$ cat src/logic/dram_refresh_pkg.sv
package dram_refresh_pkg;

	// Clock and refresh timing
	localparam int CLOCK_PERIOD_NS   = 50;
	localparam int TICK_PERIOD_NS    = 30000;
	localparam int MAX_SPACING_NS    = 31200;
	localparam int INTERVAL_NS       = 2000000;
	localparam int TICK_CYCLES       = TICK_PERIOD_NS / CLOCK_PERIOD_NS;
	localparam int MAX_SPACING_CYCLES = MAX_SPACING_NS / CLOCK_PERIOD_NS;
	localparam int INTERVAL_CYCLES   = INTERVAL_NS / CLOCK_PERIOD_NS;

	// Array geometry
	localparam int ROWS_4K           = 64;
	localparam int ROWS_16K          = 128;
	localparam int ROW_BITS          = 7;
	localparam int ADDR_BITS         = 15;
	localparam int REFRESH_CLOCKS    = 2;
	localparam int MAX_MEM_CYCLES    = 3;
	localparam int CLOCKS_PER_ROW_BLK = 2;

	// Refresh modes
	typedef enum logic [1:0] {
		MODE_CYCLE_STEAL,
		MODE_BLOCK,
		MODE_TRANSPARENT
	} refresh_mode_t;

	// Processor memory bus as seen by the controller
	typedef struct packed {
		logic                 memory_cycle_enable_n;
		logic                 bus_read_direction;
		logic                 bus_hold_acknowledge;
		logic [ADDR_BITS-1:0] address;
	} cpu_bus_t;

	// Drive toward the dynamic RAM array
	typedef struct packed {
		logic                 chip_enable;
		logic                 write_enable;
		logic [ADDR_BITS-1:0] address;
	} dram_drive_t;

endpackage

$ cat src/logic/refresh_timer.sv
`timescale 1ns/1ns
`default_nettype none

// Free-running divider that emits a one-cycle pulse every PERIOD clocks
module refresh_timer #(
	parameter int PERIOD = 600
) (
	input  wire logic clock,
	input  wire logic rst_n,
	output logic      tick
);
	localparam int W = $clog2(PERIOD + 1);

	logic [W-1:0] count_q;
	logic [W-1:0] count_d;
	logic         wrap;

	assign wrap    = (count_q == W'(PERIOD - 1));
	assign count_d = wrap ? '0 : count_q + W'(1);

	always_ff @(posedge clock or negedge rst_n) begin
		if (!rst_n) begin
			count_q <= '0;
			tick    <= 1'b0;
		end else begin
			count_q <= count_d;
			tick    <= wrap;
		end
	end
endmodule // refresh_timer

`default_nettype wire

$ cat src/logic/row_counter.sv
`timescale 1ns/1ns
`default_nettype none

// Refresh row address counter with overflow flag on the last row
module row_counter #(
	parameter int BITS = 7
) (
	input  wire logic            clock,
	input  wire logic            rst_n,
	input  wire logic            advance,
	input  wire logic [BITS-1:0] last_row,
	output logic      [BITS-1:0] row,
	output logic                 at_last
);
	logic [BITS-1:0] row_d;

	assign at_last = (row == last_row);
	assign row_d   = at_last ? '0 : row + BITS'(1);

	always_ff @(posedge clock or negedge rst_n) begin
		if (!rst_n)
			row <= '0;
		else if (advance)
			row <= row_d;
	end
endmodule // row_counter

`default_nettype wire

$ cat src/logic/dram_refresh_controller.sv
`timescale 1ns/1ns
`default_nettype none

module dram_refresh_controller #(
	parameter int                            TICK_CYCLES     = dram_refresh_pkg::TICK_CYCLES,
	parameter int                            INTERVAL_CYCLES = dram_refresh_pkg::INTERVAL_CYCLES
) (
	input  wire logic                        clock,
	input  wire logic                        reset_n,
	input  wire dram_refresh_pkg::refresh_mode_t mode,
	input  wire logic                        large_array,
	input  wire dram_refresh_pkg::cpu_bus_t  cpu_bus,
	input  wire logic                        dma_hold_request,
	output dram_refresh_pkg::dram_drive_t    dram,
	output logic                             memory_ready,
	output logic                             cpu_halt,
	output logic                             hold_request_gated,
	output logic                             hold_acknowledge_gated,
	output logic                             refresh_request,
	output logic                             refresh_grant
);
	localparam int RB = dram_refresh_pkg::ROW_BITS;

	typedef enum logic [1:0] {
		ST_IDLE,
		ST_FIRST,
		ST_LAST
	} ref_state_t;

	logic                rst_sync_q;
	logic                rst_n_q;
	ref_state_t          state_q;
	ref_state_t          state_d;
	logic                req_q;
	logic                block_q;
	logic                done_q;
	logic                memory_cycle_enable_n_n_q;
	logic [RB-1:0]       row;
	logic [RB-1:0]       last_row;
	logic                at_last;
	logic                tick;
	logic                interval_tick;
	logic                cpu_mem;
	logic                memory_cycle_enable_n_rise;
	logic                start_ok;
	logic                start;
	logic                finish;
	logic                set_req;
	logic                wait_now;
	dram_refresh_pkg::dram_drive_t dram_d;

	// Reset release through two flops
	always_ff @(posedge clock or negedge reset_n) begin
		if (!reset_n) begin
			rst_sync_q <= 1'b0;
			rst_n_q    <= 1'b0;
		end else begin
			rst_sync_q <= 1'b1;
			rst_n_q    <= rst_sync_q;
		end
	end

	refresh_timer #(.PERIOD(TICK_CYCLES)) u_tick (
		.clock (clock),
		.rst_n (rst_n_q),
		.tick  (tick)
	);

	refresh_timer #(.PERIOD(INTERVAL_CYCLES)) u_interval (
		.clock (clock),
		.rst_n (rst_n_q),
		.tick  (interval_tick)
	);

	assign last_row = large_array ? RB'(dram_refresh_pkg::ROWS_16K - 1)
	                              : RB'(dram_refresh_pkg::ROWS_4K - 1);

	row_counter #(.BITS(RB)) u_rows (
		.clock    (clock),
		.rst_n    (rst_n_q),
		.advance  (finish),
		.last_row (last_row),
		.row      (row),
		.at_last  (at_last)
	);

	// Memory enable low with the bus in processor hands marks a memory cycle
	assign cpu_mem    = !cpu_bus.memory_cycle_enable_n && !cpu_bus.bus_hold_acknowledge;
	assign memory_cycle_enable_n_rise = cpu_bus.memory_cycle_enable_n && !memory_cycle_enable_n_n_q;

	// When a refresh may begin, per mode
	assign start_ok = (mode == dram_refresh_pkg::MODE_BLOCK)       ? block_q :
	                  (mode == dram_refresh_pkg::MODE_TRANSPARENT) ? memory_cycle_enable_n_rise && !done_q
	                                                               : !cpu_mem;
	assign start   = (state_q == ST_IDLE) && req_q && start_ok && !cpu_bus.bus_hold_acknowledge;
	assign finish  = (state_q == ST_LAST);
	assign set_req = (mode == dram_refresh_pkg::MODE_TRANSPARENT) ? !done_q
	               : (mode == dram_refresh_pkg::MODE_BLOCK) ? block_q
	               : tick;
	assign wait_now = (state_q == ST_LAST) && cpu_mem;

	always_comb begin
		case (state_q)
			ST_IDLE: state_d = start ? ST_FIRST : ST_IDLE;
			ST_FIRST: state_d = ST_LAST;
			ST_LAST: state_d = ST_IDLE;
			default: state_d = ST_IDLE;
		endcase
	end

	// Shared chip-enable timing and row/processor address mux
	assign dram_d.chip_enable  = (state_q != ST_IDLE) || start || cpu_mem;
	assign dram_d.write_enable = (state_q == ST_IDLE) && !start && cpu_mem
	                             && !cpu_bus.bus_read_direction;
	assign dram_d.address      = (start || state_q != ST_IDLE)
	                             ? {{(dram_refresh_pkg::ADDR_BITS - RB){1'b0}}, row}
	                             : cpu_bus.address;

	always_ff @(posedge clock or negedge rst_n_q) begin
		if (!rst_n_q) begin
			state_q   <= ST_IDLE;
			req_q     <= 1'b0;
			block_q   <= 1'b0;
			done_q    <= 1'b0;
			memory_cycle_enable_n_n_q <= 1'b1;
		end else begin
			state_q   <= state_d;
			memory_cycle_enable_n_n_q <= cpu_bus.memory_cycle_enable_n;
			// Set wins over the clear when both land together
			req_q     <= set_req || (req_q && !finish);
			if (interval_tick)
				block_q <= (mode == dram_refresh_pkg::MODE_BLOCK);
			else if (finish && at_last)
				block_q <= 1'b0;
			if (interval_tick)
				done_q <= 1'b0;
			else if (finish && at_last && mode == dram_refresh_pkg::MODE_TRANSPARENT)
				done_q <= 1'b1;
		end
	end

	always_ff @(posedge clock or negedge rst_n_q) begin
		if (!rst_n_q) begin
			dram                   <= '0;
			memory_ready           <= 1'b1;
			cpu_halt               <= 1'b0;
			hold_request_gated     <= 1'b0;
			hold_acknowledge_gated <= 1'b0;
			refresh_request        <= 1'b0;
			refresh_grant          <= 1'b0;
		end else begin
			dram                   <= dram_d;
			memory_ready           <= !wait_now;
			cpu_halt               <= block_q;
			hold_request_gated     <= dma_hold_request && !req_q;
			hold_acknowledge_gated <= cpu_bus.bus_hold_acknowledge && !req_q;
			refresh_request        <= req_q;
			refresh_grant          <= start || state_q == ST_FIRST;
		end
	end
endmodule // dram_refresh_controller

`default_nettype wire

$ cat config.mk
export PLATFORM = sky130hd
export DESIGN_NAME = dram_refresh_controller
export DESIGN_NICKNAME = d
export VERILOG_FILES = /design/src/logic/dram_refresh_pkg.sv /design/src/logic/refresh_timer.sv /design/src/logic/row_counter.sv /design/src/logic/dram_refresh_controller.sv
export SDC_FILE = /design/constraint.sdc
export NUM_CORES = 1
export LEC_CHECK = 0
export BUFFER_PORTS_ARGS = -buffer_cell sky130_fd_sc_hd__buf_2
export CAP_MARGIN = 5
export CELL_PAD_IN_SITES_DETAIL_PLACEMENT = 1
export CELL_PAD_IN_SITES_GLOBAL_PLACEMENT = 1
export CORE_MARGIN = 5
export CORE_UTILIZATION = 49
export CTS_BUF_LIST = sky130_fd_sc_hd__clkbuf_4
export CTS_CLUSTER_SIZE = 14
export DETAILED_ROUTE_END_ITERATION = 10
export PLACE_DENSITY_LB_ADDON = 0.1
export SLEW_MARGIN = 0
export SYNTH_ARGS = -nofsm -noshare
export SYNTH_HDL_FRONTEND = slang
export SYNTH_SLANG_ARGS = --single-unit
$ cat constraint.sdc
create_clock -name clock -period 4.9 [get_ports clock]
set_clock_uncertainty 0.1 [all_clocks]
set_input_delay 0.245 -clock clock [delete_from_list [all_inputs] [get_ports clock]]
set_output_delay 0.245 -clock clock [all_outputs]
set_load 0.02 [all_outputs]
# [Word level (Yosys, flattened, before mapping)]
# Cells that the tools add are included.
[totals] reg_bits=66 wordCells=79 output_inout_bits=23 input_bits=24
[classes] eq_ne=7 mux=15 reduce_logical=33 add_sub_neg=3
[op_table] operator="16-bit by 1-bit adder with 16-bit output, second input constant" n=1
[op_table] operator="16-bit equality test, second input constant" n=1
[op_table] operator="16-bit 2-to-1 mux" n=1
[op_table] operator="1-bit logical AND" n=15
[op_table] operator="15-bit 2-to-1 mux" n=1
[op_table] operator="7-bit 2-to-1 mux" n=2
[op_table] operator="10-bit by 1-bit adder with 10-bit output, second input constant" n=1
[op_table] operator="10-bit equality test, second input constant" n=1
[op_table] operator="1-bit logical NOT" n=10
[op_table] operator="10-bit 2-to-1 mux" n=1
[op_table] operator="1-bit 2-to-1 mux" n=9
[op_table] operator="7-bit by 1-bit adder with 7-bit output, second input constant" n=1
[op_table] operator="7-bit equality test" n=1
[op_table] operator="2-bit nonzero test" n=3
[op_table] operator="2-bit by 1-bit equality test with 1-bit output, second input constant" n=2
[op_table] operator="2-bit equality test, second input constant" n=2
[op_table] operator="1-bit logical OR" n=4
[op_table] operator="2-bit one-hot mux with 2 select lines" n=1
[op_table] operator="2-bit logical NOT" n=1

# [Longest topological paths before layout]
[depth] ltp_word=11 ltp_mapped=6 ltp_nobuf=5

# [Cells and area by module]
# From an unflattened synthesis, not the netlist that was laid out.
[hier_totals] cells_unflattened=240 area_unflattened_um2=2834.0
[by_module_without_submodules] mod="dram_refresh_controller" seq_area_each_um2=778.2 cells_per_inst=78 area_per_inst_um2=1118.6 instances=1
[by_module_without_submodules] mod="refresh_timer at u_interval" seq_area_each_um2=425.4 cells_per_inst=70 area_per_inst_um2=768.2 instances=1
[by_module_without_submodules] mod="refresh_timer at u_tick" seq_area_each_um2=275.3 cells_per_inst=49 area_per_inst_um2=523.0 instances=1
[by_module_without_submodules] mod="row_counter" seq_area_each_um2=175.2 cells_per_inst=43 area_per_inst_um2=424.2 instances=1

# [Least setup slack after synthesis]
# Ideal clock, no wire load.
[synth_timing] path_kind="register to register" startpoint="reg req_q" endpoint="reg dram[0] (netlist bit)" arrival_ns=1.568 setup_time_ns=0.125 n_path_buf=0 path_stages_with_launch=5 synth_period_minus_slack_ns=1.792 required_ns=4.675 slack_ns=3.108 cell_sequence="dfrtp_1 > nor2b_1 > a311o_1 > a31oi_4 > mux2_2"
[synth_lines] element="from (decl)" line_no="dram_refresh_controller.sv:34" source="logic req_q;"
[synth_lines] element="from (signal assigned)" line_no="dram_refresh_controller.sv:130" source="req_q <= set_req || (req_q && !finish);"
[synth_lines] element="to (signal assigned)" line_no="dram_refresh_controller.sv:152" source="dram <= dram_d;"
[synth_lines] element="to (decl)" line_no="dram_refresh_controller.sv:14" source="output dram_refresh_pkg::dram_drive_t dram,"

==> out/qor.csv <==
stage,metric,value,unit
power,pwr-share-comb,19.1,%
floorplan,core,0.005439,mm²
drt,wl,6.153,mm
timing,tightest_slew,0.7963,ns
timing,fin_crit_sh,42.53,%
floorplan,placementRows,27,
floorplan,start_util,49.97,%
floorplan,ioPinCount,47,
worst_setup_path,crit_family,compound AO/OA/AOI/OAI gates,
logic_synthesis,yosysWarningCount,0,
worst_setup_path,cp_slowest_stage_delay,0.53,ns
worst_setup_path,cp_slowest_cell,dlygate4sd3_1,
layout,final_nets,333,
drt,dr_total_vias,1985,
power,power_frac_seq,52.6,%
cts,cts_setup_buffers,0,
timing,slew_headroom,46.91,%
logic_synthesis,synth-seq-area-share,60.87,%
logic_synthesis,synth_xor_area_share,7.090,%
logic_synthesis,synth_area,0.002718,mm²
drt,route.detailed.drc,0,
drt,vias_per_cell,5.183,
worst_setup_path,rrSetupSlack,2.85,ns
power,internal-power,0.0008729,W
logic_synthesis,mappedNetlistNets,256,
timing,slew_violations,0,
floorplan,die_x,84.47,µm
cts,cts_max_level,3,
worst_setup_path,crit_type,in2reg,
timing,fin_setup_tns,0,ns
hold_path,hold_class,in2async,
power,p_leak,1.585,nW
drt,ant_nets,0,
worst_setup_path,end_kind,flip-flop,
logic_synthesis,synthAdderAreaFrac,1.381,%
cts,root_buffer,clkbuf_4,
placed_design,io_buffers,46,
layout,area_delta_synth_final,24.03,%
placed_design,gp_congestion,0.7677,
power,ir_drop,0.1909,mV
cts,clock-sinks,66,
power,sw_frac_of_total,30.18,%
layout,layout_commonest_cell,dfrtp_1,
timing,hold_violations,0,
worst_setup_path,cp-start-kind,input port,
logic_synthesis,synth.avg_cell_area,11.87,µm²
timing,setup_viol_count_final,0,
timing,grt_setup_unrepaired,no,
layout,final_cells,383,
cts,path_clk_slew,0.11,ns
timing,fin_crit,2.084,ns
global_route,grt-ovfl-total,0,
floorplan,die_y,84.47,µm
global_route,antenna_found_initial,0,
logic_synthesis,synth_cell_type_count,41,
drt,wl_per_cell,16.07,µm
timing,max_clock_freq,479.9,MHz
worst_setup_path,arrival,2.28,ns
status,status,"complete, no violations",
global_route,grt_start_max_net_pins,65,
worst_setup_path,critPathRequiredTime,5.10,ns
logic_synthesis,ys_ff_latch,66,
layout,final_cell_mix,"63 x dfrtp_1, 46 x buf_2, 21 x dlygate4sd3_1",
worst_setup_path,crit_path_max_fanout,17,
power,clkPwrFrac,28.3,%
cts,cts_tree,yes,
placed_design,hpwl,3.946,mm
logic_synthesis,synth_compound_area_share,4.972,%
floorplan,dieArea,0.007135,mm²
cts,insertion_delay,0.42,ns
worst_setup_path,worst-path-buf-inv,2,
logic_synthesis,synth_mux_area_share,4.006,%
logic_synthesis,synth_top_family_by_area,simple AND/OR/NAND/NOR gates,
job,maxCapViolations,0,
cts,cts.path.max_buffers,2,
power,total_power,0.001250,W
timing,fin_hold_ws,0.06143,ns
cts,cts_buffers,9,
worst_setup_path,path_cells,"dlygate4sd3_1, buf_2, nor2b_1, a311o_1, a31oi_4, mux2_2",
logic_synthesis,synth-simple-area-share,20.58,%
layout,fillers,598,
power,p_per_area,370.9,mW/mm²
power,p_sw,0.0003774,W
global_route,grt_pass1_vias,2126,
global_route,grt_pass1_wl,10.37,mm
drt,first_iter_violations,80,
placed_design,numPlacedInstances,346,
drt,firstDrtPassIters,4,
global_route,grt_usage,18.56,%
layout,final_layout_size_suffix_gt1_share,23.47,%
logic_synthesis,synth_cells,229,
layout,antenna_cells,0,
==> layout make-up <==
| cell class | count | area [µm²] | share of cell area, % |
|---|---|---|---|
| Sequential cell | 66 | 1655 | 49.11 |
| Tap cell | 72 | 90.09 | 2.673 |
| Inverter | 3 | 11.26 | 0.3341 |
| Multi-Input combinational cell | 158 | 1037 | 30.77 |
| Timing Repair Buffer | 68 | 447.9 | 13.29 |
| Clock buffer | 11 | 82.58 | 2.450 |
| Clock inverter | 5 | 46.29 | 1.373 |
==> power groups by stage <==
stage / clock [W] / combinational, W / sequential (W)
after CTS: 0.000360 / 0.000240 / 0.000655
final: 0.000354 / 0.000239 / 0.000657
after floorplan: 0 / 0.0000958 / 0.000715
after global routing: 0.000385 / 0.000264 / 0.000666
after detailed placement: 0 / 0.000224 / 0.000666
after global placement: 0 / 0.000217 / 0.000663
==> registers in the layout, summed over array words and instances, names as in the netlist <==
| name | flops |
|---|---|
| hold_acknowledge_gated | 1 |
| hold_request_gated | 1 |
| dram | 17 |
| u_interval.count_q | 16 |
| rst_sync_q | 1 |
| u_interval.tick | 1 |
| refresh_grant | 1 |
| rst_n_q | 1 |
| block_q | 1 |
| u_tick.tick | 1 |
| req_q | 1 |
| u_tick.count_q | 10 |
| refresh_request | 1 |
| u_rows.row | 7 |
| memory_ready | 1 |
| cpu_halt | 1 |
| memory_cycle_enable_n_n_q | 1 |
| state_q | 2 |
| done_q | 1 |
==> metrics by stage <==
step	worst slack [ns]	area, µm²	utilization [%]
floorplan	2.830	2718	-
finish	2.816	3371	61.97
CTS	2.820	3371	61.97
global placement	2.902	3032	55.74
global route	2.692	3371	61.97
detailed placement	2.864	3032	55.74
==> per-layer routing <==
layer	global-route usage (%)	part of all wire [%]	wire length [µm]	vias up
met5	0	0	0	-
met3	3.631	4.1	252	11
met2	33.29	53	3244	36
li1	-	-	-	944
met1	21.26	41	2532	994
met4	8.633	2.0	125	0
==> worst paths after layout <==
| kind | startpoint | end | cells after the start |
|---|---|---|---|
| max | mode[0] | dram[0]$_DFF_PN0_ | 6 |
| min | reset_n | rst_n_q$_DFF_PN0_ | 2 |
| max reg2reg | req_q$_DFF_PN0_ | dram[0]$_DFF_PN0_ | 4 |
| min reg2reg | rst_sync_q$_DFF_PN0_ | rst_n_q$_DFF_PN0_ | 0 |
| max in group asynchronous | rst_n_q$_DFF_PN0_ | dram[1]$_DFF_PN0_ | 1 |
| min in group clock | mode[1] | req_q$_DFF_PN0_ | 3 |
==> cells in the mapped netlist <==
| cell type | number | area [µm²] |
|---|---|---|
| mux2i_1 | 3 | 30.03 |
| xor2_1 | 15 | 131.4 |
| nand3b_1 | 1 | 7.510 |
| and3_1 | 5 | 31.28 |
| nand4_1 | 6 | 37.54 |
| buf_6 | 1 | 11.26 |
| a211oi_1 | 1 | 7.510 |
| clkbuf_1 | 1 | 3.750 |
| and2_1 | 10 | 62.56 |
| nand3_1 | 10 | 50.05 |
| or3b_2 | 1 | 8.760 |
| mux2_2 | 5 | 56.30 |
| o21bai_1 | 1 | 7.510 |
| o21ai_0 | 7 | 35.03 |
| a21o_1 | 2 | 15.01 |
| nand2b_1 | 3 | 18.77 |
| nor3b_1 | 1 | 7.510 |
| nor3_1 | 7 | 35.03 |
| o211ai_1 | 1 | 7.510 |
| inv_1 | 3 | 11.26 |
| or4b_2 | 1 | 10.01 |
| a21bo_2 | 1 | 10.01 |
| dfrtp_1 | 64 | 1602 |
| conb_1 | 1 | 3.750 |
| a21oi_1 | 3 | 15.01 |
| nand2_1 | 19 | 71.32 |
| dfstp_2 | 2 | 52.55 |
| nor4b_1 | 4 | 35.03 |
| or2_2 | 1 | 6.260 |
| nor2_1 | 19 | 71.32 |
| a31oi_4 | 1 | 21.27 |
| ha_1 | 3 | 37.54 |
| xnor2_1 | 7 | 61.31 |
| and3b_1 | 1 | 8.760 |
| a311o_1 | 1 | 10.01 |
| a31oi_1 | 1 | 6.260 |
| mux2_1 | 2 | 22.52 |
| nor2b_1 | 8 | 50.05 |
| and4_1 | 2 | 17.52 |
| nor4_1 | 2 | 12.51 |
| nand4b_1 | 2 | 17.52 |
==> logic make-up after synthesis <==
family                     count (synthesis)
AOI/OAI and AO/OA                         19
xor gates and xnor gates                  22
adders and majority gates                  3
buffers and inverters                      5
DFF                                       66
muxes                                     10
other                                      1
and+or+nand+nor                          103
==> timing repair <==
action / in CTS / in global routing
hold buffers: 21 / 0
gates resized for setup: 0 / 0
endpoints found under the setup margin: 0 / 0
hold endpoints to repair: 23 / 0
(Power assumes the default switching activity.)
